### src/rtl/osm_pkg.sv
// Package of constants and types for the outgoing message serializer
package osm_pkg;

   // ******************************************************
   // Register map
   // ******************************************************
   localparam logic [7:0] OSM_ADDR_DATA = 8'h00;
   localparam logic [7:0] OSM_ADDR_CTRL = 8'h04;
   localparam logic [7:0] OSM_ADDR_STAT = 8'h08;
   localparam logic [7:0] OSM_ADDR_WORD = 8'h0c;

   localparam int OSM_PAYLOAD_W = 12;
   localparam logic [11:0] OSM_DATA_RST = 12'h000;
   localparam int OSM_CTRL_SEND = 0;
   localparam int OSM_CTRL_GO = 1;

   // ******************************************************
   // Message word layout (store bit n sits at index n-1)
   // ******************************************************
   localparam int OSM_WORD_W = 32;
   localparam logic [31:0] OSM_WORD_RST = 32'h0000_0000;
   localparam int OSM_POS_START = 27;
   localparam int OSM_POS_PAYLOAD_LO = 15;
   localparam int OSM_POS_OUT = 28;
   localparam int OSM_POS_PARITY_GATE = 8;
   localparam int OSM_POS_DONE = 11;
   localparam int OSM_POS_FORCE = 12;
   localparam int OSM_MSG_BITS = 13;

   // ******************************************************
   // Timing
   // ******************************************************
   localparam int OSM_CLK_HZ = 10_000_000;
   localparam int OSM_OSC_HZ_X10 = 205_880;
   localparam int OSM_TOTAL_DIV = 32;
   localparam int OSM_PRE_DIV = 2;
   localparam int OSM_BIT_DIV_W = 4;
   localparam int OSM_BIT_PERIOD_US = 1560;
   localparam int OSM_SLOT_CNT_W = 6;
   localparam logic [5:0] OSM_SLOT_STORE = 6'h00;
   localparam logic [5:0] OSM_SLOT_CONTROL = 6'h20;
   localparam int OSM_TIMEOUT_MS = 750;
   localparam int OSM_TICK_MS = 500;
   localparam int OSM_WAIT_STAGES = 3;

   // ******************************************************
   // Types
   // ******************************************************
   typedef struct packed {
      logic stop;
      logic parity;
      logic next_bit;
      logic present_bit;
      logic go;
      logic pending;
   } osm_status_t;

endpackage

### src/rtl/osm_counter.sv
// Free counter with enable, used for bit-rate divider and slot timer
`timescale 1ns/10ps
module osm_counter
#(
   parameter int W = 4
)
(
   input wire logic core_clk,
   input wire logic rst_n,
   input wire logic step,
   output logic [W-1:0] count
);

   logic [W-1:0] count_q;

   always_ff @(posedge core_clk or negedge rst_n)
   begin
      if (!rst_n)
      begin
         count_q <= '0;
      end
      else if (step)
      begin
         count_q <= count_q + {{(W-1){1'b0}}, 1'b1};
      end
   end

   assign count = count_q;

endmodule

### src/rtl/osm_timeout.sv
// Go-ahead time-out made of wait flip-flops stepped by a slow tick
`timescale 1ns/10ps
module osm_timeout
   import osm_pkg::*;
(
   input wire logic core_clk,
   input wire logic rst_n,
   input wire logic slow_tick_120,
   input wire logic armed,
   output logic expired
);

   logic [OSM_WAIT_STAGES-1:0] wait_q;

   // Chain restarts whenever disarmed, so a late go-ahead wins cleanly
   always_ff @(posedge core_clk or negedge rst_n)
   begin
      if (!rst_n)
      begin
         wait_q <= '0;
      end
      else if (!armed)
      begin
         wait_q <= '0;
      end
      else if (slow_tick_120)
      begin
         wait_q <= {wait_q[OSM_WAIT_STAGES-2:0], 1'b1};
      end
   end

   assign expired = wait_q[OSM_WAIT_STAGES-1] & armed;

endmodule

### src/rtl/osm_serializer.sv
// Outgoing message serializer: store word circulation and bit pacing
//
// Implementation choices: the plain strobed port and the placing of the registers.
`timescale 1ns/10ps
module osm_serializer
   import osm_pkg::*;
(
   input wire logic core_clk,
   input wire logic rst_n,
   input wire logic [7:0] reg_addr,
   input wire logic [31:0] reg_wdata,
   input wire logic reg_wr,
   input wire logic reg_rd,
   output logic [31:0] reg_rdata,
   input wire logic receiver_timing_a,
   input wire logic slow_tick_120,
   input wire logic [2:0] incoming_start_go,
   output logic serial_out_a,
   output logic serial_out_b,
   output logic bit_rate_square_wave,
   output logic message_pending_flag,
   output logic no_message_pending,
   output logic stop_flag,
   output logic clear_message_word,
   output logic scan_logic_reset_pulse
);

   // ******************************************************
   // Declarations
   // ******************************************************
   logic [OSM_PAYLOAD_W-1:0] payload_q;
   logic [OSM_WORD_W-1:0] word_q;
   logic [OSM_WORD_W-1:0] out_reg;
   logic [31:0] rdata_q;
   logic pending_q;
   logic stop_q;
   logic go_q;
   logic next_bit_q;
   logic present_bit_q;
   logic parity_q;
   logic held_q;
   logic square_prev_q;
   logic timing_prev_q;
   logic done_q;
   logic clear_q;
   logic [OSM_BIT_DIV_W-1:0] bit_div;
   logic [OSM_SLOT_CNT_W-1:0] slot_cnt;
   logic timing_rise;
   logic store_slot;
   logic control_slot;
   logic square;
   logic square_fall;
   logic circulate_pulse;
   logic insert_parity_pulse;
   logic message_done_reset;
   logic go_ahead_detected;
   logic timeout_set;
   logic send_req;
   logic go_force;
   osm_status_t status;

   // ******************************************************
   // Bit-rate and slot timing
   // ******************************************************
   // Receiver timing already arrives halved, four stages finish /32
   always_ff @(posedge core_clk or negedge rst_n)
   begin
      if (!rst_n)
      begin
         timing_prev_q <= 1'b0;
      end
      else
      begin
         timing_prev_q <= receiver_timing_a;
      end
   end

   assign timing_rise = receiver_timing_a & ~timing_prev_q;

   osm_counter #(.W(OSM_BIT_DIV_W)) u_bit_div
   (
      .core_clk(core_clk),
      .rst_n(rst_n),
      .step(timing_rise),
      .count(bit_div)
   );

   assign square = bit_div[OSM_BIT_DIV_W-1];

   osm_counter #(.W(OSM_SLOT_CNT_W)) u_slot
   (
      .core_clk(core_clk),
      .rst_n(rst_n),
      .step(1'b1),
      .count(slot_cnt)
   );

   assign store_slot = (slot_cnt == OSM_SLOT_STORE);
   assign control_slot = (slot_cnt == OSM_SLOT_CONTROL);

   always_ff @(posedge core_clk or negedge rst_n)
   begin
      if (!rst_n)
      begin
         square_prev_q <= 1'b0;
      end
      else
      begin
         square_prev_q <= square;
      end
   end

   assign square_fall = square_prev_q & ~square;

   // ******************************************************
   // Register bus
   // ******************************************************
   assign send_req = reg_wr && (reg_addr == OSM_ADDR_CTRL)
                     && reg_wdata[OSM_CTRL_SEND];
   assign go_force = reg_wr && (reg_addr == OSM_ADDR_CTRL)
                     && reg_wdata[OSM_CTRL_GO];

   always_ff @(posedge core_clk or negedge rst_n)
   begin
      if (!rst_n)
      begin
         payload_q <= OSM_DATA_RST;
      end
      else if (reg_wr && (reg_addr == OSM_ADDR_DATA))
      begin
         payload_q <= reg_wdata[OSM_PAYLOAD_W-1:0];
      end
   end

   assign status = '{stop: stop_q, parity: parity_q,
                     next_bit: next_bit_q, present_bit: present_bit_q,
                     go: go_q, pending: pending_q};

   always_ff @(posedge core_clk or negedge rst_n)
   begin
      if (!rst_n)
      begin
         rdata_q <= 32'h0000_0000;
      end
      else if (reg_rd)
      begin
         if (reg_addr == OSM_ADDR_DATA)
         begin
            rdata_q <= {20'h00000, payload_q};
         end
         else if (reg_addr == OSM_ADDR_STAT)
         begin
            rdata_q <= {26'h0000000, status};
         end
         else if (reg_addr == OSM_ADDR_WORD)
         begin
            rdata_q <= word_q;
         end
         else
         begin
            rdata_q <= 32'h0000_0000;
         end
      end
      else
      begin
         rdata_q <= 32'h0000_0000;
      end
   end

   assign reg_rdata = rdata_q;

   // ******************************************************
   // Go-ahead
   // ******************************************************
   assign go_ahead_detected = control_slot && (&incoming_start_go);

   osm_timeout u_timeout
   (
      .core_clk(core_clk),
      .rst_n(rst_n),
      .slow_tick_120(slow_tick_120),
      .armed(~go_q),
      .expired(timeout_set)
   );

   // Set wins over the end-of-message clear
   always_ff @(posedge core_clk or negedge rst_n)
   begin
      if (!rst_n)
      begin
         go_q <= 1'b0;
      end
      else if (go_ahead_detected || timeout_set || go_force)
      begin
         go_q <= 1'b1;
      end
      else if (message_done_reset)
      begin
         go_q <= 1'b0;
      end
   end

   // ******************************************************
   // Circulate control
   // ******************************************************
   assign out_reg = {word_q[OSM_WORD_W-2:0], word_q[OSM_WORD_W-1]};
   assign circulate_pulse = pending_q && go_q && square && !held_q
                            && store_slot;
   // Marker tested in the stored word, so all 13 bits go out first
   assign insert_parity_pulse = circulate_pulse
                                && word_q[OSM_POS_PARITY_GATE];
   assign message_done_reset = circulate_pulse
                               && word_q[OSM_POS_DONE];

   // Hold-off stops a second circulate within one high phase
   always_ff @(posedge core_clk or negedge rst_n)
   begin
      if (!rst_n)
      begin
         held_q <= 1'b0;
      end
      else if (circulate_pulse)
      begin
         held_q <= 1'b1;
      end
      else if (!square)
      begin
         held_q <= 1'b0;
      end
   end

   // ******************************************************
   // Message word
   // ******************************************************
   always_ff @(posedge core_clk or negedge rst_n)
   begin
      if (!rst_n)
      begin
         word_q <= OSM_WORD_RST;
      end
      else if (send_req && !pending_q)
      begin
         word_q <= OSM_WORD_RST;
         word_q[OSM_POS_START] <= 1'b1;
         word_q[OSM_POS_START-1:OSM_POS_PAYLOAD_LO] <= payload_q;
      end
      else if (!pending_q && store_slot)
      begin
         word_q <= OSM_WORD_RST;
      end
      else if (circulate_pulse)
      begin
         word_q <= out_reg;
         word_q[OSM_POS_FORCE] <= 1'b1;
      end
   end

   always_ff @(posedge core_clk or negedge rst_n)
   begin
      if (!rst_n)
      begin
         clear_q <= 1'b0;
      end
      else
      begin
         clear_q <= !pending_q && store_slot && !stop_q;
      end
   end

   // ******************************************************
   // Pending and stop flags
   // ******************************************************
   always_ff @(posedge core_clk or negedge rst_n)
   begin
      if (!rst_n)
      begin
         pending_q <= 1'b0;
         stop_q <= 1'b0;
      end
      else if (message_done_reset)
      begin
         pending_q <= 1'b0;
         stop_q <= 1'b0;
      end
      else if (send_req)
      begin
         pending_q <= 1'b1;
         stop_q <= 1'b1;
      end
   end

   always_ff @(posedge core_clk or negedge rst_n)
   begin
      if (!rst_n)
      begin
         done_q <= 1'b0;
      end
      else
      begin
         done_q <= message_done_reset;
      end
   end

   // ******************************************************
   // Next bit, present bit and parity
   // ******************************************************
   always_ff @(posedge core_clk or negedge rst_n)
   begin
      if (!rst_n)
      begin
         next_bit_q <= 1'b0;
      end
      else if (message_done_reset)
      begin
         next_bit_q <= 1'b0;
      end
      else if (insert_parity_pulse)
      begin
         next_bit_q <= parity_q;
      end
      else if (circulate_pulse)
      begin
         next_bit_q <= out_reg[OSM_POS_OUT];
      end
   end

   always_ff @(posedge core_clk or negedge rst_n)
   begin
      if (!rst_n)
      begin
         parity_q <= 1'b0;
      end
      else if (message_done_reset)
      begin
         parity_q <= 1'b0;
      end
      else if (circulate_pulse && !insert_parity_pulse
               && out_reg[OSM_POS_OUT])
      begin
         parity_q <= ~parity_q;
      end
   end

   // Transfer only on the falling phase while a message runs
   always_ff @(posedge core_clk or negedge rst_n)
   begin
      if (!rst_n)
      begin
         present_bit_q <= 1'b0;
      end
      else if (message_done_reset)
      begin
         present_bit_q <= 1'b0;
      end
      else if (square_fall && pending_q && go_q)
      begin
         present_bit_q <= next_bit_q;
      end
   end

   // ******************************************************
   // Outputs
   // ******************************************************
   assign serial_out_a = present_bit_q;
   assign serial_out_b = present_bit_q;
   assign bit_rate_square_wave = square;
   assign message_pending_flag = pending_q;
   assign no_message_pending = ~pending_q;
   assign stop_flag = stop_q;
   assign clear_message_word = clear_q;
   assign scan_logic_reset_pulse = done_q;

endmodule

### config.mk
export PLATFORM = sky130hd
export DESIGN_NAME = osm_serializer
export DESIGN_NICKNAME = d
export VERILOG_FILES = /design/src/rtl/osm_pkg.sv /design/src/rtl/osm_counter.sv /design/src/rtl/osm_timeout.sv /design/src/rtl/osm_serializer.sv
export SDC_FILE = /design/constraint.sdc
export NUM_CORES = 1
export LEC_CHECK = 0
export BUFFER_PORTS_ARGS = -buffer_cell sky130_fd_sc_hd__buf_2
export CORE_MARGIN = 2
export CORE_UTILIZATION = 45
export CTS_BUF_LIST = sky130_fd_sc_hd__clkbuf_2
export CTS_CLUSTER_DIAMETER = 80
export CTS_CLUSTER_SIZE = 28
export DETAILED_ROUTE_END_ITERATION = 12
export PLACE_DENSITY_LB_ADDON = 0.25
export SYNTH_ARGS = -nofsm -noshare
export SYNTH_HDL_FRONTEND = slang
export SYNTH_SLANG_ARGS = --single-unit
### constraint.sdc
create_clock -name core_clk -period 1.6 [get_ports core_clk]
set_input_delay 0 -clock core_clk [delete_from_list [all_inputs] [get_ports core_clk]]
set_output_delay 0 -clock core_clk [all_outputs]
set_load 0.005 [all_outputs]
# --- After elaboration in Yosys (flattened, before gate mapping) ---
# Index checks and enable logic that the tools add are counted.
# W data, S select, Z words.
word_totals:
  output_inout_bits: 40
  reg_bits: 99
  elab_cells: 86
  input_bits: 49
op_classes:
  eq_ne: 5
  n_reduce_logical: 33
  addsub: 2
  bitwise: 8
  n_mux: 22
op_table:
  columns: ["op", "count"]
  rows:
  - ["$mux W32", 7]
  - ["$logic_and A1 B1 Y1", 18]
  - ["$eq A8 B4 Y1 const B", 2]
  - ["$mux W1", 13]
  - ["$reduce_bool A2 Y1", 5]
  - ["$eq A8 B3 Y1 const B", 1]
  - ["$logic_not A8 Y1", 1]
  - ["$add A6 B1 Y6 const B", 1]
  - ["$eq A6 B6 Y1 const B", 1]
  - ["$logic_not A6 Y1", 1]
  - ["$mux W3", 2]
  - ["$reduce_bool A3 Y1", 2]
  - ["$not A1 Y1", 5]
  - ["$add A4 B1 Y4 const B", 1]
  - ["$and A1 B1 Y1", 3]
  - ["$logic_not A1 Y1", 3]
  - ["$reduce_and A3 Y1", 1]
  - ["$logic_or A1 B1 Y1", 2]
  - ["$ne A2 B2 Y1 const B", 1]

# --- Depth between registers and ports, before layout ---
# Gate-level depths: netlist of run 1.
logic_depth:
  depth_word: 10
  ltp_mapped: 8
  ltp_nobuf: 6

# --- By module ---
# From an unflattened synthesis of run 1, not the netlist that was laid out.
unflattened:
  cells_unflattened: 353
  area_unflattened_um2: 4315.4
by_module_without_submodules:
  columns: ["module", "area_each_um2", "seq_area_each_um2", "instances", "cells_each"]
  rows:
  - ["osm_serializer", 3783.6, 2152.1, 1, 315]
  - ["osm_counter (u_slot)", 250.2, 150.1, 1, 18]
  - ["osm_counter (u_bit_div)", 160.2, 100.1, 1, 11]
  - ["osm_timeout", 121.4, 75.1, 1, 9]

# --- Worst setup path before layout of run 1 ---
# Ideal clock, no wire load.
synth_path:
  kind: "register -> register"
  start: "reg u_slot.count_q[0], in the netlist u_slot.count[0]"
  end: "reg word_q[12]"
  t_arrival_ps: 1502
  path_buffers: 1
  stages_incl_launch_ff: 8
  setup_slack_ps: -45
  t_required_ps: 1457
  setup_time_ps: 143
  period_less_slack_ps: 1645
  cell_sequence: "dfrtp_1 inv_1 ha_1 or4b_4 nor3_4 or2_4 buf_6 o21ai_0"
synth_between:
  elab_chain_len: 4
  word_cells_on_any_way: 6
  classes_between: "mux: 2; reduce/logical: 4"
synth_lines:
  columns: ["element", "line_no", "source"]
  rows:
  - ["start: declaration", "osm_counter.sv:14", "logic [W-1:0] count_q;"]
  - ["start signal: assignment", "osm_counter.sv:24", "count_q <= count_q + {{(W-1){1'b0}}, 1'b1};"]
  - ["$logic_not A6 Y1 *", "osm_serializer.sv:98", "assign store_slot = (slot_cnt == OSM_SLOT_STORE);"]
  - ["$logic_and A1 B1 Y1", "osm_serializer.sv:247", "else if (!pending_q && store_slot)"]
  - ["$mux W32", "osm_serializer.sv:247", null]
  - ["$mux W32", "osm_serializer.sv:241", "else if (send_req && !pending_q)"]
  - ["end signal: indexed assignment", "osm_serializer.sv:245", "word_q[OSM_POS_START-1:OSM_POS_PAYLOAD_LO] <= payload_q;"]
  - ["end signal: assignment", "osm_serializer.sv:253", "word_q <= out_reg;"]
  - ["end: declaration", "osm_serializer.sv:32", "logic [OSM_WORD_W-1:0] word_q;"]
# Every way passes the cells marked *; elsewhere a longest branch is shown, timed or not.
# A chain may end at the register's enable or synchronous reset.

# --- Worst setup path in the final report of run 1 ---
layout_path:
  start: "reg u_slot.count_q[0], in the netlist u_slot.count[0]"
  end: "reg word_q[6]"
# The elaborated chain is that of the path after synthesis.

==> flow_summary.toml, run 1 <==
[placement]
io_buffers = 68
dpl.hpwl_um = 6124
dpl_cell_area_um2 = 4586
place.gp.congestion = 0.8084
placed_cells = 535
place_ws_ns = -0.2732

[synthesis]
synth_area_leaders = "dfrtp_1 (62%), nand2_1 (5.0%), o21ai_0 (3.9%)"
yosysSeqAreaShare_pct = 61.66
netlist_instances = 353
yosysUniqueCellTypes = 44
syn-num-nets = 405
avgSynthCellArea_um2 = 11.38
synth_top_cell_area_share_pct = 61.66
synth-main-ff-cell = "dfrtp_1"
synth-seq-cells = 99
synthArstFlopShare_pct = 100.0
synth_area_um2 = 4018
yosysTopAreaCell = "dfrtp_1"
synth_edf_count = 0
yosysWarningCount = 0

[sta]
rsz0062_at_grt = "yes"
relSlewSlack_pct = 69.29
final_max_slew_viol_count = 0
setup_violations = 37
tightest_slew_ns = 0.4607
setup_slack_ns = -0.2705
fmax_ghz = 0.5346
setup_tns_ns = -7.472
fin_crit_ns = 1.870
skew_ns = 0.04069
finalHoldViolations = 3
finalCritPeriodShare_pct = 116.9
whs_ns = -0.04481

[detailed_routing]
viasPerCell = 5.201
vias = 3110
wl_per_cell_um = 16.10
drtAntennaViolNets = 0
drt_iter0_drc = 147
wl_um = 9625
firstDrtPassIters = 4
drc = 0

[setup_path]
cp-end-kind = "register"
crit_start = "u_slot.count[0]"
cp_max_fo = 8
crit_arrival_ns = 2.36
timing.rr.start = "u_slot.count[0]"
cp_slowest_cell = "or4b_4"
start_kind = "register"
crit_chain = "inv_2 -> ha_4 -> or4b_4 -> nor3_4 -> or2_4 -> o21ai_0"
crit_type = "reg2reg"
required_ns = 2.09
max_stage_delay_ns = 0.48

[floorplan]
rows = 34
coreArea_um2 = 8678
start_util_pct = 46.29
die_w_um = 98.49
io_pins = 89
die-height_um = 98.49
die_area_um2 = 9700

[power]
pwr_density_cell_nw_per_um2 = 783.9
leakage_nw = 2.654
ir_drop_mv = 0.5154
power.total_mw = 4.165

[grt]
grt_pass1_wl_um = 15730
grt_pass1_vias = 3180
grt_max_degree = 31
gr-total-overflow = 0
grt_usage_pct = 20.59
antenna_found_initial = 0

[status]
violations = "negative hold slack, negative setup slack"
status = "complete, but fails checks"

[finish]
drive_above_1_share_pct = 34.29
diodes = 0
area_delta_synth_final_pct = 32.23
stdcell_area_um2 = 5313
n_fill_cell = 720
final_cell_mix = "dfrtp_1 (99), buf_2 (69), nand2_1 (52)"
layout.nets = 537
finalNonFillerCells = 598
post-route-util_pct = 61.22
layout_commonest_cell = "dfrtp_1"

[clocking]
cts_made_buffers = 9
clock_path_buffers = 2
clkTransAtPathRegs_ns = 0.31
insertion_delay_ns = 0.58
cts_sinks = 99
cts_root_buffer = "clkbuf_2"
h-tree-depth = 3
tritoncts = "built"

[run]
drv_cap = 0

[min_path]
hp-class = "in2reg"
hp-start = "reg_addr[4]"
-- kinds of logic (layout without fill, tap and decap cells) --
family / after synthesis / count (layout) / synth area share [%]
buffers and inverters: 27 / 161 / 4.111
flip-flops: 99 / 99 / 61.66
AO/OA/AOI/OAI: 57 / 57 / 7.755
multiplexers: 27 / 27 / 7.132
XOR/XNOR: 7 / 7 / 1.526
adder cells (fa/ha/maj): 3 / 3 / 0.9344
AND/OR/NAND/NOR: 133 / 136 / 16.88
-- cells in the mapped netlist, types with 3 or more instances --
cell and count:
o21ai_0 31, nor2_1 23, nand3_1 7, a21oi_1 15, a22oi_1 6, xnor2_1 4, inv_1 8, mux2i_1 14
buf_2 4, and2_1 21, xor2_1 3, nand4_1 4, nor3_1 7, mux2_2 13, clkbuf_1 6, ha_1 3
dfrtp_1 99, nand2_1 53, buf_6 4
-- cell type report --
cell class / count / area [um^2] / share of cell area (%)
flip-flops and latches: 99 / 2477 / 46.63
multi-input cells: 230 / 1546 / 29.11
clock buffers: 9 / 45.04 / 0.8479
clock inverters: 7 / 60.06 / 1.130
repair buffers: 137 / 1018 / 19.17
well taps: 108 / 135.1 / 2.544
inverters: 8 / 30.03 / 0.5652
-- report_power, final --
part | total, mW | switching, mW | internal [mW]
logic | 0.393 | 0.178 | 0.215
registers | 2.65 | 0.0569 | 2.59
clock network | 1.12 | 0.894 | 0.230
-- sequential cells by signal (all words and copies together), names as in the netlist --
signal	cells
word_q	32
u_slot.count	6
scan_logic_reset_pulse	1
timing_prev_q	1
stop_flag	1
parity_q	1
square_prev_q	1
u_bit_div.count	4
held_q	1
serial_out_a	1
payload_q	12
next_bit_q	1
go_q	1
u_timeout.wait_q	3
reg_rdata	32
clear_message_word	1
-- worst max-delay path, delay by kind of cell, from the launching register on --
kind            cells  cell delay, ns
simple gates        3            1.02
fa+ha+maj           1            0.13
buf+inv             1            0.09
flops               1            0.47
compound gates      1            0.11
-- worst paths after layout --
check	to	slack, ns	depth (start not counted)
min in group asynchronous	reg_rdata[23]	0.47	4
max in group asynchronous	held_q	0.91	4
worst min register to register	u_bit_div.count[2]	0.49	1
worst max-delay path	word_q[6]	-0.27	6
worst max register to register	word_q[6]	-0.27	6
worst min-delay path	reg_rdata[8]	-0.04	5
-- what timing repair did --
item                                    4_1_cts  5_1_grt
hold endpoints to repair                    134        0
endpoints found under the setup margin       38       53
cloned                                        2        3
pin swaps                                     3       23
setup buffers                                 3        1
resized for setup                             7       63
hold buffers                                 41        0
-- routing by layer --
metal,track usage (%),up-vias,wire length [um]
li1,-,1466,-
met1,29.02,1535,4371
met2,32.91,92,4646
met3,2.766,17,411
met4,7.903,0,196
met5,0,-,0
Note: power is estimated with default switching activity, not from simulation.
==> run 2, diff against run 1 <==
Settings changed: CORE_MARGIN 2 to unset.
==> run 2 against run 1 <==
The run ends with negative setup slack left. Flip-flop and latch count stayed put. Combinational power is 5% lower. Cell count is 0.33% higher. Die area is 4.0% lower. Register-to-register slack better by 0.08 ns. Sequential power hardly changed. Critical endpoint is now word_q[26]. Largest cell class unchanged.
==> flow_summary.toml, run 2 (synthesis results as in run 1) <==
[status]
status = "complete, but fails checks"
violations = "negative setup slack"

[placement]
place.gp.congestion = 0.7780
dpl_cell_area_um2 = 4573
dpl.hpwl_um = 5878
place_ws_ns = -0.2728
placed_cells = 535
io_buffers = 68

[grt]
grt_usage_pct = 21.87
grt_pass1_wl_um = 15050
gr-total-overflow = 0
grt_pass1_vias = 3138
grt_max_degree = 45
antenna_found_initial = 0

[finish]
area_delta_synth_final_pct = 34.32
layout_commonest_cell = "dfrtp_1"
diodes = 0
drive_above_1_share_pct = 36.38
stdcell_area_um2 = 5396
finalNonFillerCells = 600
layout.nets = 539
final_cell_mix = "dfrtp_1 (99), buf_2 (68), nand2_1 (51)"

[detailed_routing]
drtAntennaViolNets = 0
vias = 3122
drt_iter0_drc = 189
firstDrtPassIters = 4
wl_um = 9673
viasPerCell = 5.203
drc = 0
wl_per_cell_um = 16.12

[sta]
skew_ns = 0.02962
whs_ns = 0.01178
tightest_slew_ns = 0.4873
fmax_ghz = 0.5580
fin_crit_ns = 1.792
setup_slack_ns = -0.1920
setup_violations = 38
finalHoldViolations = 0
relSlewSlack_pct = 67.51
rsz0062_at_grt = "yes"
finalCritPeriodShare_pct = 112.0
final_max_slew_viol_count = 0

[setup_path]
required_ns = 2.10
crit_type = "reg2reg"
cp_max_fo = 8
start_kind = "register"
crit_arrival_ns = 2.29
cp-end-kind = "register"

[power]
power.total_mw = 4.181
pwr_density_cell_nw_per_um2 = 774.8
ir_drop_mv = 0.4290
leakage_nw = 2.650

[clocking]
h-tree-depth = 3
cts_sinks = 99
clock_path_buffers = 2
cts_root_buffer = "clkbuf_2"
insertion_delay_ns = 0.60
clkTransAtPathRegs_ns = 0.27
tritoncts = "built"
cts_made_buffers = 9

[run]
drv_cap = 0

[floorplan]
die_area_um2 = 9310
io_pins = 89
start_util_pct = 46.29
rows = 34
die_w_um = 96.49
die-height_um = 96.49
coreArea_um2 = 8678

[min_path]
hp-class = "in2reg"
run 2: cell count changes in the layout (fill, tap and decap cells not counted), moves of 2 or more:
cell / before / now
nand3_4: 1 / 3
mux2i_4: 0 / 3
clkinvlp_4: 2 / 0
mux2i_1: 14 / 8
mux2i_2: 0 / 3
a21oi_1: 12 / 14
o21ai_1: 17 / 15
o21ai_0: 3 / 1
buf_12: 4 / 2
a21oi_2: 3 / 1
o21ai_2: 12 / 16
nand3_2: 3 / 1
buf_4: 21 / 24
run 2: final timing paths:
kind / start / to / slack (ns) / cells past startpoint
min reg2reg: word_q[28] / word_q[29] / 0.52 / 2
max reg2reg: u_slot.count[1] / word_q[26] / -0.19 / 6
min: reg_addr[0] / payload_q[0] / 0.01 / 5
min in group asynchronous: rst_n / reg_rdata[23] / 0.39 / 3
max: u_slot.count[1] / word_q[26] / -0.19 / 6
max in group asynchronous: rst_n / serial_out_a / 0.57 / 4
run 2: critical path, cell delays in order (launching register included):
cell and delay (ns):
dfrtp_1 0.45, inv_2 0.08, ha_4 0.13, or4b_4 0.47, nor3_4 0.24, or2_4 0.25, o21ai_1 0.09
run 2: routing by layer:
layer / part of all wire (%) / GRT usage (%) / routed length (um)
met1: 44 / 29.47 / 4295
met4: 1.8 / 8.211 / 170
met2: 49 / 35.68 / 4758
met5: 0 / 0 / 0
met3: 4.6 / 3.521 / 448
run 2: final cells by class:
type                       count  area [um^2]
timing repair buffer         138         1022
multi-input combinational    231         1624
sequential                    99         2477
inverter                       8        30.03
fill                         724         3282
tap                          108        135.1
clock buffer                  10        50.05
clock inverter                 6        57.56
run 2: report_power, final:
part           internal, mW  switching [mW]  total (mW)
Sequential             2.59          0.0587        2.65
Clock                 0.251           0.905        1.16
Combinational         0.202           0.173       0.375
run 2: per-stage QoR:
step	TNS, ns	utilization (%)
2_1_floorplan	-0.9748	-
3_3_place_gp	-5.797	52.70
3_5_place_dp	-8.229	52.70
4_1_cts	-7.669	59.47
5_1_grt	-8.865	62.18
6_report	-5.351	62.18
run 2: timing repair:
action	4_1_cts	5_1_grt
setup endpoints to repair	38	51
buffers inserted	5	1
endpoints found under the hold margin	146	0
resized for setup	42	46
pin swaps	26	7
hold buffers	38	0
cloned	4	2
==> run 3, diff against run 2 <==
Settings changed: SETUP_SLACK_MARGIN set to 0.2.
==> run 3 against run 2 <==
Sequential share of layout area is 1.5 points higher. Worst setup slack worse by 0.016 ns. The flow still finishes with violations (negative setup slack). Highest routed layer unchanged. Clock skew is 0.0031 ns lower. Hold slack better by 0.091 ns.
==> flow_summary.toml, run 3 (synthesis results as in run 1) <==
[status]
status = "complete, but fails checks"
violations = "negative setup slack"

[sta]
tightest_slew_ns = 0.4638
relSlewSlack_pct = 69.08
setup_violations = 35
fmax_ghz = 0.5530
finalHoldViolations = 0
final_max_slew_viol_count = 0
setup_slack_ns = -0.2084
finalCritPeriodShare_pct = 113.0
skew_ns = 0.02656
setup_tns_ns = -5.200
fin_crit_ns = 1.808
whs_ns = 0.1029
rsz0062_at_grt = "yes"

[floorplan]
io_pins = 89
die-height_um = 96.49
coreArea_um2 = 8678
rows = 34
die_area_um2 = 9310
start_util_pct = 46.29
die_w_um = 96.49

[setup_path]
max_stage_delay_ns = 0.47
reg2regPathDepth = 6
critical_path_cell_count = 6
crit_start = "u_slot.count[0]"
cp.buffers_inverters = 1
regToRegEndpoint = "word_q[9]"
required_ns = 2.04
cp_max_fo = 8
crit_chain = "inv_2 -> ha_4 -> or4b_4 -> nor3_4 -> or2_4 -> o21ai_0"
cp-end-kind = "register"
timing.rr.start = "u_slot.count[0]"
crit_family = "simple AND/OR/NAND/NOR gates"
critPathCapture = "word_q[9]"
crit_arrival_ns = 2.25
cp_slowest_cell = "or4b_4"
crit_type = "reg2reg"
r2r_slack_ns = -0.21
start_kind = "register"

[clocking]
cts_root_buffer = "clkbuf_2"
cts_made_buffers = 9
insertion_delay_ns = 0.53
h-tree-depth = 3
tritoncts = "built"
clock_path_buffers = 2
clkTransAtPathRegs_ns = 0.25
cts_sinks = 99

[placement]
dpl.hpwl_um = 5878
place_ws_ns = -0.2507
io_buffers = 68
placed_cells = 536
place.gp.congestion = 0.7933

[finish]
diodes = 0
area_delta_synth_final_pct = 30.12
finalNonFillerCells = 588
layout.nets = 527
layout_commonest_cell = "dfrtp_1"
drive_above_1_share_pct = 34.38
final_cell_mix = "dfrtp_1 (99), buf_2 (67), nand2_1 (51)"
post-route-util_pct = 60.24

[power]
leakage_nw = 2.589
pwr_density_cell_nw_per_um2 = 831.5
ir_drop_mv = 0.5384

[grt]
grt_pass1_wl_um = 13990
gr-total-overflow = 0
grt_max_degree = 46
grt_usage_pct = 20.25
antenna_found_initial = 0
grt_pass1_vias = 2853

[detailed_routing]
drt_iter0_drc = 140
wl_per_cell_um = 15.41
drtAntennaViolNets = 0
vias = 3053
viasPerCell = 5.192
wl_um = 9061
drc = 0
firstDrtPassIters = 5

[min_path]
hp-class = "in2reg"

[run]
drv_cap = 0
run 3: metal layers:
metal	routed length, um	global-route usage [%]	share of wire [%]
met4	99	5.637	1.1
met2	4317	31.57	48
met1	4210	28.81	46
met5	0	0	0
met3	434	4.069	4.8
run 3: worst min-delay path by stage:
| stage | start | endpoint | slack, ns | depth (start not counted) |
|---|---|---|---|---|
| 3_5_place_dp | rst_n | reg_rdata[27] | -0.05 | 1 |
| 6_report | reg_addr[4] | go_q | 0.10 | 5 |
| 4_1_cts | reg_addr[4] | go_q | 0.06 | 5 |
| 3_3_place_gp | rst_n | reg_rdata[26] | -0.06 | 1 |
| 2_1_floorplan | rst_n | clear_message_word | -0.30 | 0 |
| 5_1_grt | receiver_timing_a | timing_prev_q | 0.07 | 2 |
run 3: power by group:
group | switching, mW | internal [mW] | leakage (nW)
Combinational | 0.164 | 0.190 | 1.33
Clock | 0.817 | 0.527 | 0.0802
Sequential | 0.0588 | 2.59 | 1.18
Total | 1.04 | 3.31 | 2.59
run 3: final cells by class:
type,instances,area (um^2)
clock buffer,10,50.05
clock inverter,6,88.84
fill,734,3451
inverter,8,30.03
multi-input combinational,230,1509
sequential,99,2477
tap,108,135.1
timing repair buffer,127,937.1
run 3: tightest hold or removal path: stages:
cell and delay [ns]:
buf_2 0.07, nor2_1 0.06, and2_2 0.20, a41oi_1 0.21
o21ai_1 0.08
run 3: what timing repair did:
item,CTS,global route
hold buffers,29,0
resized for setup,31,39
gates cloned,3,1
hold endpoints to repair,131,0
pin swaps,18,9
buffers inserted,2,1
setup endpoints to repair,40,41
run 3: per-stage QoR:
stage | total power [mW] | area [um^2]
finish | 4.347 | 5228
global route | 4.511 | 5228
CTS | 4.392 | 5085
detailed placement | 2.999 | 4581
global placement | 2.983 | 4581
floorplan | 2.823 | 4018
